$ cat config.mk
export PLATFORM = sky130hd
export DESIGN_NAME = tsp_port
export DESIGN_NICKNAME = d
export VERILOG_FILES = /design/src/design/tsp_pkg.sv /design/src/design/tsp_port.sv
export SDC_FILE = /design/constraint.sdc
export NUM_CORES = 1
export LEC_CHECK = 0
export ABC_AREA = 1
export BUFFER_PORTS_ARGS = -buffer_cell sky130_fd_sc_hd__buf_2
export CELL_PAD_IN_SITES_DETAIL_PLACEMENT = 1
export CELL_PAD_IN_SITES_GLOBAL_PLACEMENT = 1
export CORE_MARGIN = 1
export CORE_UTILIZATION = 35
export CTS_CLUSTER_DIAMETER = 50
export DETAILED_ROUTE_END_ITERATION = 8
export GPL_TIMING_DRIVEN = 0
export PLACE_DENSITY = 0.64
export SYNTH_ARGS = -nofsm -noshare
export SYNTH_HDL_FRONTEND = slang
export SYNTH_SLANG_ARGS = --single-unit
$ cat constraint.sdc
create_clock -name clk_in -period 3.9 [get_ports clk_in]
set_clock_uncertainty 0.05 [all_clocks]
set_input_delay 0 -clock clk_in [delete_from_list [all_inputs] [get_ports clk_in]]
set_output_delay 0 -clock clk_in [all_outputs]
set_load 0.02 [all_outputs]
$ cat src/design/tsp_pkg.sv
/*
 * Shared constants, enumerations and carrier types for the timed
 * serialising I/O port. Assumes a single 250 MHz system clock and an
 * Avalon-MM slave with byte addresses, one 32-bit word per register.
 */
package tsp_pkg;

    // System clock and reference clock rates
    localparam int unsigned CLK_MHZ   = 250;
    localparam int unsigned REF_MHZ   = 100;
    localparam int unsigned RATIO_GCD = 50;
    localparam logic [2:0]  REF_STEP  = 3'(REF_MHZ / RATIO_GCD);
    localparam logic [2:0]  REF_MOD   = 3'(CLK_MHZ / RATIO_GCD);
    localparam int unsigned N_CLKB    = 6;

    // Register byte offsets
    localparam logic [7:0] OFS_CTRL      = 8'h00;
    localparam logic [7:0] OFS_DATA      = 8'h04;
    localparam logic [7:0] OFS_TIME      = 8'h08;
    localparam logic [7:0] OFS_STAMP     = 8'h0C;
    localparam logic [7:0] OFS_STATUS    = 8'h10;
    localparam logic [7:0] OFS_COND      = 8'h14;
    localparam logic [7:0] OFS_PORTB     = 8'h18;
    localparam logic [7:0] OFS_CLKB1     = 8'h24;
    localparam logic [7:0] OFS_CLKB_LAST = 8'h34;

    // Control register fields
    localparam int unsigned CTRL_EN     = 0;
    localparam int unsigned CTRL_OUT    = 1;
    localparam int unsigned CTRL_OC     = 2;
    localparam int unsigned CTRL_WID    = 4;
    localparam int unsigned CTRL_CLK    = 8;
    localparam int unsigned CTRL_TIMED  = 12;
    localparam int unsigned CTRL_RDYIN  = 13;
    localparam int unsigned CTRL_RDYOUT = 14;
    localparam int unsigned CTRL_COND   = 16;
    localparam logic [31:0] CTRL_RST    = 32'h00000000;

    // One-bit port and clock block fields
    localparam int unsigned PB_EN  = 0;
    localparam int unsigned PB_OUT = 1;
    localparam int unsigned PB_OC  = 2;
    localparam int unsigned PB_VAL = 3;
    localparam int unsigned CB_SRC = 8;

    // Pins taken by the link when it is enabled
    localparam logic [31:0] LINK_PIN_MASK = 32'hC0000000;

    typedef enum logic [2:0] {
        W_1  = 3'h0,
        W_4  = 3'h1,
        W_8  = 3'h2,
        W_16 = 3'h3,
        W_32 = 3'h4
    } tsp_width_e;

    localparam logic [1:0] COND_NONE = 2'h0;
    localparam logic [1:0] COND_EQ   = 2'h1;
    localparam logic [1:0] COND_NE   = 2'h2;

    typedef enum logic [2:0] {
        ENG_IDLE  = 3'h1,
        ENG_WAIT  = 3'h2,
        ENG_SHIFT = 3'h4
    } tsp_eng_e;

    typedef struct packed {
        logic [31:0] val;
        logic [31:0] oe;
    } tsp_pins_s;

    typedef struct packed {
        logic [31:0]      ctrl;
        logic [31:0]      cond;
        logic [3:0]       pb_cfg;
        logic [4:0][8:0]  cb_cfg;
        logic [2:0]       ref_acc;
        logic [4:0][7:0]  cb_cnt;
        tsp_eng_e         eng;
        logic [31:0]      tr;
        logic             tr_full;
        logic [31:0]      serdes;
        logic [5:0]       left;
        logic [15:0]      cnt;
        logic [15:0]      time_at;
        logic [15:0]      stamp;
        logic [31:0]      pa_val;
        tsp_pins_s        pins;
        logic             pin_pd;
        logic             strobe_out;
        logic             event_out;
        logic [1:0][31:0] pin_sync;
        logic [1:0]       stb_sync;
        logic             pb_prev;
        logic             waitreq;
        logic [31:0]      rdata;
    } tsp_state_s;

    localparam tsp_state_s TSP_STATE_RST = '{
        ctrl: CTRL_RST, eng: ENG_IDLE, pin_pd: 1'b1, waitreq: 1'b1, default: '0};

endpackage

$ cat src/design/tsp_port.sv
/*
 * Timed serialising I/O port: one port of width 1..32 with counter,
 * timestamp, transfer register, strobes and conditions; a one-bit port
 * on pin 0; six clock blocks as enable pulses. Assumes an Avalon-MM
 * master on clk_in and an external pad ring that resolves pin enables.
 */
// Contract
// - Port drives pins or samples, optionally conditioned
// - All pins of a port share direction
// - Port widths 1, 4, 8, 16, 32
// - Open collector: zero pulls low, one floats
// - Processor port access completes in one cycle; here the bus answers one cycle after the request, with one wait state
// - Data passes serdes and transfer register
// - 16-bit counter schedules pin transfers
// - Counter readable; transfer waits for time
// - Counter captured as timestamp per transfer
// - Enabled link takes shared pins
// - Narrower enabled port wins shared pins
// - Wider port keeps its unshared pins
// - Port always transfers at nominal width
// - Six clock blocks, block zero 100 MHz
// - Clock block sourced from one-bit port
// - Optional divider on one-bit port clock
// - Accept and generate ready strobes
// - After reset ports use clock block zero
// - Pin conditions raise events, not interrupts
// - Pull-downs enabled while in reset
`timescale 1ns/100ps
`default_nettype none

module tsp_port
    import tsp_pkg::*;
(
    input  wire logic        clk_in,
    input  wire logic        rst_b_in,
    input  wire logic [7:0]  avs_address_in,
    input  wire logic        avs_read_in,
    input  wire logic        avs_write_in,
    input  wire logic [31:0] avs_writedata_in,
    input  wire logic [3:0]  avs_byteenable_in,
    output var  logic [31:0] avs_readdata_out,
    output var  logic        avs_waitrequest_out,
    input  wire logic [31:0] pin_in,
    output var  logic [31:0] pin_out,
    output var  logic [31:0] pin_oe_out,
    output var  logic        pin_pulldown_out,
    input  wire logic        link_en_in,
    input  wire logic [1:0]  link_pin_out_in,
    input  wire logic [1:0]  link_pin_oe_in,
    input  wire logic        strobe_from_outside_in,
    output var  logic        strobe_to_outside_out,
    output var  logic        port_event_out
);

    tsp_state_s  q;
    tsp_state_s  d;
    logic        req;
    logic        fin;
    logic        pa_tick;
    logic        cap;
    logic        shift_go;
    logic        dir_out;
    logic [31:0] a_own;

    function automatic logic [5:0] wid_bits(input logic [2:0] c);
        logic [5:0] r;
        r = 6'h20;
        case (c)
            W_1:     r = 6'h01;
            W_4:     r = 6'h04;
            W_8:     r = 6'h08;
            W_16:    r = 6'h10;
            default: r = 6'h20;
        endcase
        return r;
    endfunction

    function automatic logic [5:0] n_chunks(input logic [2:0] c);
        logic [5:0] r;
        r = 6'h01;
        case (c)
            W_1:     r = 6'h20;
            W_4:     r = 6'h08;
            W_8:     r = 6'h04;
            W_16:    r = 6'h02;
            default: r = 6'h01;
        endcase
        return r;
    endfunction

    function automatic logic [31:0] wid_mask(input logic [2:0] c);
        logic [31:0] r;
        r = 32'hFFFFFFFF;
        if (wid_bits(c) != 6'h20) begin
            r = (32'h00000001 << wid_bits(c)) - 32'h00000001;
        end
        return r;
    endfunction

    function automatic logic [31:0] be_merge(input logic [31:0] old_v, input logic [31:0] new_v,
                                             input logic [3:0] be);
        logic [31:0] r;
        r = old_v;
        for (int i = 0; i < 4; i++) begin
            if (be[i]) begin
                r[i*8 +: 8] = new_v[i*8 +: 8];
            end
        end
        return r;
    endfunction

    always_comb begin
        logic                ref_tick;
        logic                pb_rise;
        logic                src;
        logic [N_CLKB-1:0]   tick;
        logic [2:0]          sel;
        logic [2:0]          code;
        logic [5:0]          w;
        logic [31:0]         m;
        logic [31:0]         pins;
        logic [31:0]         nxt;
        logic                en;
        logic                t_ok;
        logic                r_ok;
        logic                c_ok;
        logic [2:0]          idx;
        logic [3:0]          acc;
        logic [31:0]         pv;
        logic [31:0]         poe;
        ref_tick = 1'b0;
        pb_rise  = 1'b0;
        src      = 1'b0;
        tick     = '0;
        sel      = q.ctrl[CTRL_CLK +: 3];
        code     = q.ctrl[CTRL_WID +: 3];
        w        = wid_bits(code);
        m        = wid_mask(code);
        pins     = q.pin_sync[1] & m;
        nxt      = '0;
        en       = q.ctrl[CTRL_EN];
        t_ok     = 1'b0;
        r_ok     = 1'b0;
        c_ok     = 1'b0;
        idx      = 3'(avs_address_in - OFS_CLKB1 >> 2);
        acc      = '0;
        pv       = '0;
        poe      = '0;
        d        = q;
        d.pin_pd     = 1'b0;
        d.event_out  = 1'b0;
        d.strobe_out = 1'b0;
        cap      = 1'b0;
        shift_go = 1'b0;
        dir_out  = q.ctrl[CTRL_OUT];

        // Pins and strobe cross in through two flops
        d.pin_sync[0] = pin_in;
        d.pin_sync[1] = q.pin_sync[0];
        d.stb_sync[0] = strobe_from_outside_in;
        d.stb_sync[1] = q.stb_sync[0];
        d.pb_prev     = q.pin_sync[1][0];
        pb_rise       = q.pin_sync[1][0] & ~q.pb_prev;

        // Reference block averages 100 MHz as 2 enables in 5 cycles
        acc = {1'b0, q.ref_acc} + {1'b0, REF_STEP};
        if (acc >= {1'b0, REF_MOD}) begin
            ref_tick = 1'b1;
            acc      = acc - {1'b0, REF_MOD};
        end
        d.ref_acc = acc[2:0];
        tick[0]   = ref_tick;
        for (int i = 1; i < N_CLKB; i++) begin
            src = q.cb_cfg[i-1][CB_SRC] ? pb_rise : ref_tick;
            if (src) begin
                if (q.cb_cfg[i-1][7:0] == 8'h00 ||
                    q.cb_cfg[i-1][7:0] == 8'(q.cb_cnt[i-1] + 8'h01)) begin
                    tick[i]       = 1'b1;
                    d.cb_cnt[i-1] = 8'h00;
                end else begin
                    d.cb_cnt[i-1] = 8'(q.cb_cnt[i-1] + 8'h01);
                end
            end
        end
        pa_tick = 1'b0;
        if (sel < 3'(N_CLKB)) begin
            pa_tick = tick[sel];
        end
        if (pa_tick) begin
            d.cnt = 16'(q.cnt + 16'h0001);
        end

        // Bus: answer one cycle after the request is seen
        req       = avs_read_in | avs_write_in;
        fin       = req & ~q.waitreq;
        d.waitreq = ~(req & q.waitreq);
        if (req && q.waitreq) begin
            d.rdata = '0;
            case (avs_address_in)
                OFS_CTRL:   d.rdata = q.ctrl;
                OFS_DATA:   d.rdata = q.tr;
                OFS_TIME:   d.rdata = {16'h0000, q.cnt};
                OFS_STAMP:  d.rdata = {16'h0000, q.stamp};
                OFS_STATUS: d.rdata = {29'h00000000, q.pin_sync[1][0], q.eng != ENG_IDLE, q.tr_full};
                OFS_COND:   d.rdata = q.cond;
                OFS_PORTB:  d.rdata = {28'h0000000, q.pb_cfg};
                default: begin
                    if (avs_address_in >= OFS_CLKB1 && avs_address_in <= OFS_CLKB_LAST) begin
                        d.rdata = {23'h000000, q.cb_cfg[idx]};
                    end
                end
            endcase
        end
        if (fin && avs_write_in) begin
            case (avs_address_in)
                OFS_CTRL:  d.ctrl = be_merge(q.ctrl, avs_writedata_in, avs_byteenable_in);
                OFS_TIME:  d.time_at = 16'(be_merge({16'h0000, q.time_at}, avs_writedata_in,
                                                    avs_byteenable_in));
                OFS_COND:  d.cond = be_merge(q.cond, avs_writedata_in, avs_byteenable_in);
                OFS_PORTB: d.pb_cfg = 4'(be_merge({28'h0000000, q.pb_cfg}, avs_writedata_in,
                                                  avs_byteenable_in));
                OFS_DATA: begin
                    // A full transfer register refuses the write
                    if (dir_out && !q.tr_full) begin
                        d.tr      = be_merge(q.tr, avs_writedata_in, avs_byteenable_in);
                        d.tr_full = 1'b1;
                    end
                end
                default: begin
                    if (avs_address_in >= OFS_CLKB1 && avs_address_in <= OFS_CLKB_LAST) begin
                        d.cb_cfg[idx] = 9'(be_merge({23'h000000, q.cb_cfg[idx]}, avs_writedata_in,
                                                    avs_byteenable_in));
                    end
                end
            endcase
        end
        if (fin && avs_read_in && avs_address_in == OFS_DATA && !dir_out) begin
            d.tr_full = 1'b0;
        end

        // Transfer engine; it runs after the bus so a capture beats a read-clear
        t_ok = ~q.ctrl[CTRL_TIMED] | (q.cnt == q.time_at);
        r_ok = ~q.ctrl[CTRL_RDYIN] | q.stb_sync[1];
        case (q.ctrl[CTRL_COND +: 2])
            COND_EQ: c_ok = (pins == (q.cond & m));
            COND_NE: c_ok = (pins != (q.cond & m));
            default: c_ok = 1'b1;
        endcase
        unique case (q.eng)
            ENG_IDLE: begin
                if (en && dir_out && q.tr_full) begin
                    d.serdes  = q.tr;
                    d.tr_full = 1'b0;
                    d.left    = n_chunks(code);
                    d.eng     = ENG_WAIT;
                end else if (en && !dir_out) begin
                    d.serdes = '0;
                    d.left   = n_chunks(code);
                    d.eng    = ENG_WAIT;
                end
            end
            ENG_WAIT, ENG_SHIFT: begin
                shift_go = en & pa_tick & r_ok &
                           ((q.eng == ENG_SHIFT) | (t_ok & (dir_out | c_ok)));
                cap      = shift_go & (q.eng == ENG_WAIT);
                if (!en) begin
                    d.eng = ENG_IDLE;
                end else if (shift_go) begin
                    if (cap) begin
                        d.stamp     = q.cnt;
                        d.event_out = ~dir_out & (q.ctrl[CTRL_COND +: 2] != COND_NONE);
                    end
                    if (dir_out) begin
                        d.pa_val     = q.serdes & m;
                        d.serdes     = q.serdes >> w;
                        d.strobe_out = q.ctrl[CTRL_RDYOUT];
                    end else begin
                        nxt      = (q.serdes >> w) | (pins << (6'h20 - w));
                        d.serdes = nxt;
                    end
                    d.left = 6'(q.left - 6'h01);
                    if (q.left == 6'h01) begin
                        d.eng = ENG_IDLE;
                        if (!dir_out) begin
                            d.tr      = nxt;
                            d.tr_full = 1'b1;
                        end
                    end else begin
                        d.eng = ENG_SHIFT;
                    end
                end
            end
            default: d.eng = ENG_IDLE;
        endcase

        // Pin ownership: link over one-bit port over the wide port
        a_own = en ? m : '0;
        if (q.pb_cfg[PB_EN]) begin
            a_own[0] = 1'b0;
        end
        if (link_en_in) begin
            a_own = a_own & ~LINK_PIN_MASK;
        end
        poe = dir_out ? a_own : '0;
        pv  = d.pa_val; // Same cycle as the strobe
        if (q.ctrl[CTRL_OC]) begin
            poe = poe & ~d.pa_val;
            pv  = '0;
        end
        if (q.pb_cfg[PB_EN]) begin
            poe[0] = q.pb_cfg[PB_OUT] & ~(q.pb_cfg[PB_OC] & q.pb_cfg[PB_VAL]);
            pv[0]  = q.pb_cfg[PB_VAL] & ~q.pb_cfg[PB_OC];
        end
        if (link_en_in) begin
            poe[31:30] = link_pin_oe_in;
            pv[31:30]  = link_pin_out_in;
        end
        d.pins.val = pv;
        d.pins.oe  = poe;
    end

    always_ff @(posedge clk_in or negedge rst_b_in) begin
        if (!rst_b_in) begin
            q <= TSP_STATE_RST;
        end else begin
            q <= d;
        end
    end

    assign avs_readdata_out      = q.rdata;
    assign avs_waitrequest_out   = q.waitreq;
    assign pin_out               = q.pins.val;
    assign pin_oe_out            = q.pins.oe;
    assign pin_pulldown_out      = q.pin_pd;
    assign strobe_to_outside_out = q.strobe_out;
    assign port_event_out        = q.event_out;
endmodule // tsp_port

`default_nettype wire

Word-level counts from Yosys, hierarchy flattened --
Index checks and enable logic that the tools add are counted. W data, S select, Z words.
Storage, ports and cells: register bits 477, input bits 86, logic and storage cells 255
Operators by class: add/sub/neg operators 12, order comparisons 7, equality and inequality tests 29, shift-type cells 3, muxes and demuxes 87, bitwise operators 32, reduce and logical (&&, ||, !) cells 44
Operators by type and width (count):
- $mux W32 | 12
- $pmux W32 S7 | 1
- $mux W33 | 5
- $and A32 B32 Y32 | 4
- $mux W8 | 13
- $pmux W39 S2 | 1
- $mux W38 | 2
- $mux W74 | 1
- $mux W71 | 1
- $logic_not A8 Y1 | 6
- $pmux W6 S4 | 2
- $bwmux W45 | 1
- $add A8 B1 Y8 const B | 5
- $eq A8 B8 Y1 | 5
- $reduce_and A3 Y1 | 12
- $eq A32 B32 Y1 | 1
- $ne A32 B32 Y1 | 1
- $not A32 Y32 | 1
- $or A32 B32 Y32 | 1
- $shl A1 B6 Y32 const A | 1
- $shl A32 B6 Y32 | 1
- $shr A32 B6 Y32 | 1
- $sub A32 B1 Y32 const B | 1
- $mux W1 | 29
- 47 further kinds | 106

Depth between registers and ports, before layout --
depth in word-level cells 21, mapped depth 27, mapped depth without buffers 23

Worst setup path before layout --
No wires, ideal clock.
kind reg2reg, from register q[451] (netlist bit), to register q[302] (netlist bit), library setup time 130 ps, arrival 3427 ps, required time 3720 ps, slack 293 ps, stages on the path, launching flop included 24, path buffers 4, cell sequence dfrtp_1 -> inv_2 -> buf_6 -> nand2_1 -> nor2_1 -> buf_2 -> buf_1 -> ha_1 -> nand3_2 -> nand2_4 -> o21ai_2 -> nand2_1 -> nand2_1 -> nor3_2 -> nand3_1 -> nand3_1 -> nand2_2 -> a21oi_4 -> nand2_4 -> nor2_4 -> nand3_4 -> buf_4 -> nand2_1 -> o21ai_1
RTL lines:
- start: declaration | RTL line tsp_port.sv:55 | tsp_state_s q;
- start signal: assignment | RTL line tsp_port.sv:324 | q <= TSP_STATE_RST;
- start signal: assignment | RTL line tsp_port.sv:326 | q <= d;

Worst setup path in the final report --
from register q[451] (netlist bit), to register q[284] (netlist bit)
Between the ends: word-level cells in the longest chain between the ends 15
RTL lines:
- $eq A3 B2 Y1, or another cell as far along | RTL line tsp_port.sv:68 | case (c)
- $pmux W6 S4 (*) | RTL line tsp_port.sv:68
- $mux W6 | RTL line tsp_port.sv:94 | if (wid_bits(c) != 6'h20) begin
- $shl A1 B6 Y32 | RTL line tsp_port.sv:95 | r = (32'h00000001 << wid_bits(c)) - 32'h00000001;
- $sub A32 B1 Y32 | RTL line tsp_port.sv:95
- $mux W32 | RTL line tsp_port.sv:94
- $and A32 B32 Y32, on equally long branches | RTL line tsp_port.sv:139, tsp_port.sv:245, tsp_port.sv:246
- $ne A32 B32 Y1 / $eq A32 B32 Y1 (equally long branches) | RTL line tsp_port.sv:246, tsp_port.sv:245
- $pmux W1 S2 | RTL line tsp_port.sv:244 | case (q.ctrl[CTRL_COND +: 2])
- $or A1 B1 Y1 | RTL line tsp_port.sv:264 | ((q.eng == ENG_SHIFT) | (t_ok & (dir_out | c_ok)));
- $and A1 B1 Y1 | RTL line tsp_port.sv:264
- $or A1 B1 Y1 | RTL line tsp_port.sv:264
- $and A1 B1 Y1 | RTL line tsp_port.sv:263 | shift_go = en & pa_tick & r_ok &
- $ne A2 B2 Y1 (no line)
- $reduce_and A4 Y1 (no line)
Every way passes the cells marked *; elsewhere a longest branch is shown, timed or not. The select of a mux whose other input is x is not followed. A chain may end at the register's enable or synchronous reset.

==> metrics.md <==
| Metric | Value |
|---|---|
| Status | finished, violations left |
| Failing checks | max-capacitance violations |
| Hold Path Origin | avs_address_in[7] |
| GP Congestion | 0.962 |
| Setup slack at placement | -1770 ps |
| CTS tree | yes |
| Vias in the first global route | 25200 |
| Clock net sink count | 477 |
| Hold WC Path Type | in -> reg |
| Synth area leader | dfrtp_1 |
| Pins Over Slew Limit | 0 |
| TritonCTS buffer count | 75 |
| Post-synthesis net count | 3296 |
| Reg-to-reg endpoint | q[284]$_DFFE_PN0P_ |
| Sequential share of the synthesized area | 47.9% |
| Top_reg_cell synth | dfrtp_1 |
| Global-route wire length before repair | 162000 um |
| Highest metal used | met5 |
| Cells after Synth | 3189 |
| Max-Cap Viols | 1 |
| Residual DRC count | 0 |
| CP max FO | 10 |
| Syn Area/Cell | 7.82 um2 |
| Final period util | 96.2% |
| Final worst path period need | 3750 ps |
| Final Power | 0.0148 W |
| Total GRT Usage | 30.1% |
| Fin. Hold Viols | 0 |
| Top-Level Pins | 186 |
| VDD IR-drop max | 0.293 mV |
| ANT nets after route | 0 |
| Largest net degree at the start of global routing | 114 |
| Worst-margin pin slew | 1480 ps |
| Vias | 24200 |
| Number of synthesized flops with an enable pin | 0 |
| Post-synthesis cell area | 0.0249 mm2 |
| CP Data Required Time | 4330 ps |
| Synthesis-to-finish area growth | 26.0% |
| R2r setup slk | 150 ps |
| Total number of yosys warnings | 0 |
| CTS H-Tree Depth | 3 |
| Clk root buf | clkbuf_16 |
| Port Buffers | 185 |
| Drt wl/cell | 23.4 um |
| Synth area leaders | dfrtp_1, nand2_1, o21ai_0 |
| Max-slew headroom | 0.459% |
| Netlist cell types | 61 |
| Power Density | 470 mW/mm2 |
| ANT cells | 0 |
| Fin nets | 3701 |
| R2R Path Start | q[451]$_DFFE_PN0P_ |
| Worst-path clk slew | 60 ps |
| Worst setup EP type | flip-flop |
| Max clock buf depth | 3 |
| R2R cell count | 24 |
| Skew-Pair Late Insertion Delay | 630 ps |
| Initial antenna violation count | 2 |
| Met1 WL | 51600 um |
| Iter 0 DRT Violations | 1825 |
| Area of the die | 0.0724 mm2 |
| Critical path type | reg -> reg |
| Final hold slack | 39.1 ps |
| Core ar. | 0.0703 mm2 |
| #FFs+latches synth | 477 |
| WL met3 | 5270 um |
| FFs w/ async S/R, synth | 100% |
| Leak | 15.0 nW |
| Drt total wl | 108000 um |
| Post-DP HPWL | 82000 um |
| Die width | 269 um |
| Hold Path Stages | 6 |
| Initial Util | 35.5% |
| Fmax | 0.266 GHz |
| Top-area cell type share of the netlist area | 47.5% |
| Layout cells sized above 1 | 16.3% |
| Worst Setup Start Kind | flip-flop |
| # setup viols final | 0 |
| First drt pass iteration count | 5 |
| RSZ-0062 raised after global routing | false |
| Met2 routed WL | 48600 um |
| Remaining Overflow, GRT | 0 |
| Utilization after layout | 44.7% |
| Worst hold endpoint | avs_readdata_out[5]$_DFFE_PN0P_ |
| Setup slack after layout | 146 ps |
| CP arrival | 4190 ps |
| Die height | 269 um |
| Num rows | 97 |
| Vias per inst | 5.26 |
## report_power, final
| part | switching [W] | total (W) | internal [W] | leakage [nW] |
|---|---|---|---|---|
| Sequential | 0.000356 | 0.00561 | 0.00525 | 6.11 |
| Clock | 0.00274 | 0.00694 | 0.00421 | 1.24 |
| Combinational | 0.00147 | 0.00223 | 0.000754 | 7.66 |
## worst max path at each step
stage | startpoint | endpoint | slack [ps] | depth (start not counted)
2_1_floorplan | q[451]$_DFFE_PN0P_ | q[302]$_DFF_PN0_ | 290 | 23
3_3_place_gp | rst_b_in | avs_readdata_out[21]$_DFFE_PN0P_ | -7330 | 1
3_5_place_dp | q[451]$_DFFE_PN0P_ | q[289]$_DFF_PN0_ | -1770 | 23
4_1_cts | q[450]$_DFFE_PN0P_ | pin_oe_out[0]$_DFF_PN0_ | 7 | 25
5_1_grt | q[451]$_DFFE_PN0P_ | pin_oe_out[31]$_DFF_PN0_ | 10 | 27
6_report | q[451]$_DFFE_PN0P_ | q[284]$_DFFE_PN0P_ | 150 | 24
## metrics by stage
| stage | cells | instance area [um2] | setup TNS, ps |
|---|---|---|---|
| after floorplan | 3189 | 24900 | 0 |
| after global placement | 4314 | 27000 | -3732670 |
| after detailed placement | 4320 | 27200 | -296520 |
| after CTS | 4590 | 31300 | 0 |
| after global routing | 4592 | 31400 | 0 |
| final | 4592 | 31400 | 0 |
## Yosys cell counts, types with 29 or more instances
cell type and instances:
o21ai_0 319, nor2_1 226, nand2_1 867, buf_4 99
nand3_1 168, clkbuf_1 81, o22ai_1 65, nor3_1 30
xor2_1 36, inv_1 382, a21oi_1 93, dfrtp_1 474
o21ai_1 29
## cells by family after synthesis
| logic type | synth area share, % |
|---|---|
| compound gates | 15.2 |
| xor+xnor | 1.79 |
| fa+ha+maj | 1.08 |
| buf+inv | 11.1 |
| flops | 47.9 |
| mux | 0.125 |
| other cells | 0.0301 |
| simple gates | 22.8 |
## flip-flops by register name (all words and copies together) (netlist names)
register	flops
avs_readdata_out	32
avs_waitrequest_out	1
d	34
dir_out	1
pin_oe_out	32
pin_out	32
pin_pulldown_out	1
port_event_out	1
q	342
strobe_to_outside_out	1
## layout by cell type, fill, tap and decap left out, types with 15 or more instances in the layout
cell type / count
inv_2: 24
o22ai_1: 64
o21ai_2: 29
xnor2_1: 15
dfrtp_1: 471
nand3_1: 165
nor3_1: 30
a221oi_1: 23
o211ai_1: 16
inv_1: 380
clkbuf_1: 77
o21ai_0: 312
buf_2: 191
a21oi_1: 93
ha_1: 18
dlygate4sd3_1: 118
o21ai_1: 30
nor2_1: 222
buf_4: 118
clkbuf_16: 77
xor2_1: 36
o221ai_1: 21
nand4_1: 19
nand2_1: 858
## worst max-delay path, cell delays in order (launching register included)
cell	delay [ps]
dfrtp_2	460
inv_4	90
buf_4	160
nand2_2	120
clkbuf_4	270
ha_4	210
nand3_4	110
nand2_4	80
buf_12	140
nor2_8	220
nand2_1	120
nand2_1	80
nor3_2	60
nand3_1	110
nand2_2	60
nand3_2	110
nand2_2	100
a21oi_4	200
nand2_4	130
nand2_1	90
nand3_1	150
buf_6	200
buf_6	150
nand2_1	80
nand2_1	80
## layout make-up
cell class / instances / area (um2)
multi-input combinational: 2093 / 10400
clock buffer: 88 / 2030
fill: 8531 / 38800
timing repair buffer: 331 / 2480
sequential: 477 / 11900
tap: 940 / 1180
inverter: 409 / 1540
buffer: 207 / 1310
clock inverter: 47 / 559
## routing by layer
layer | GRT usage (%) | up-vias
li1 | - | 11100
met5 | 0 | -
met2 | 47.1 | 682
met1 | 43.9 | 12300
met3 | 3.91 | 137
met4 | 7.48 | 4
## repair_timing
| action | in CTS | in global routing |
|---|---|---|
| gates resized for setup | 48 | 36 |
| hold endpoints to repair | 447 | 0 |
| pin swaps | 8 | 12 |
| hold buffers | 119 | 0 |
| endpoints found under the setup margin | 188 | 168 |
| setup buffers | 16 | 5 |
Power figures use the tool's default switching activity.
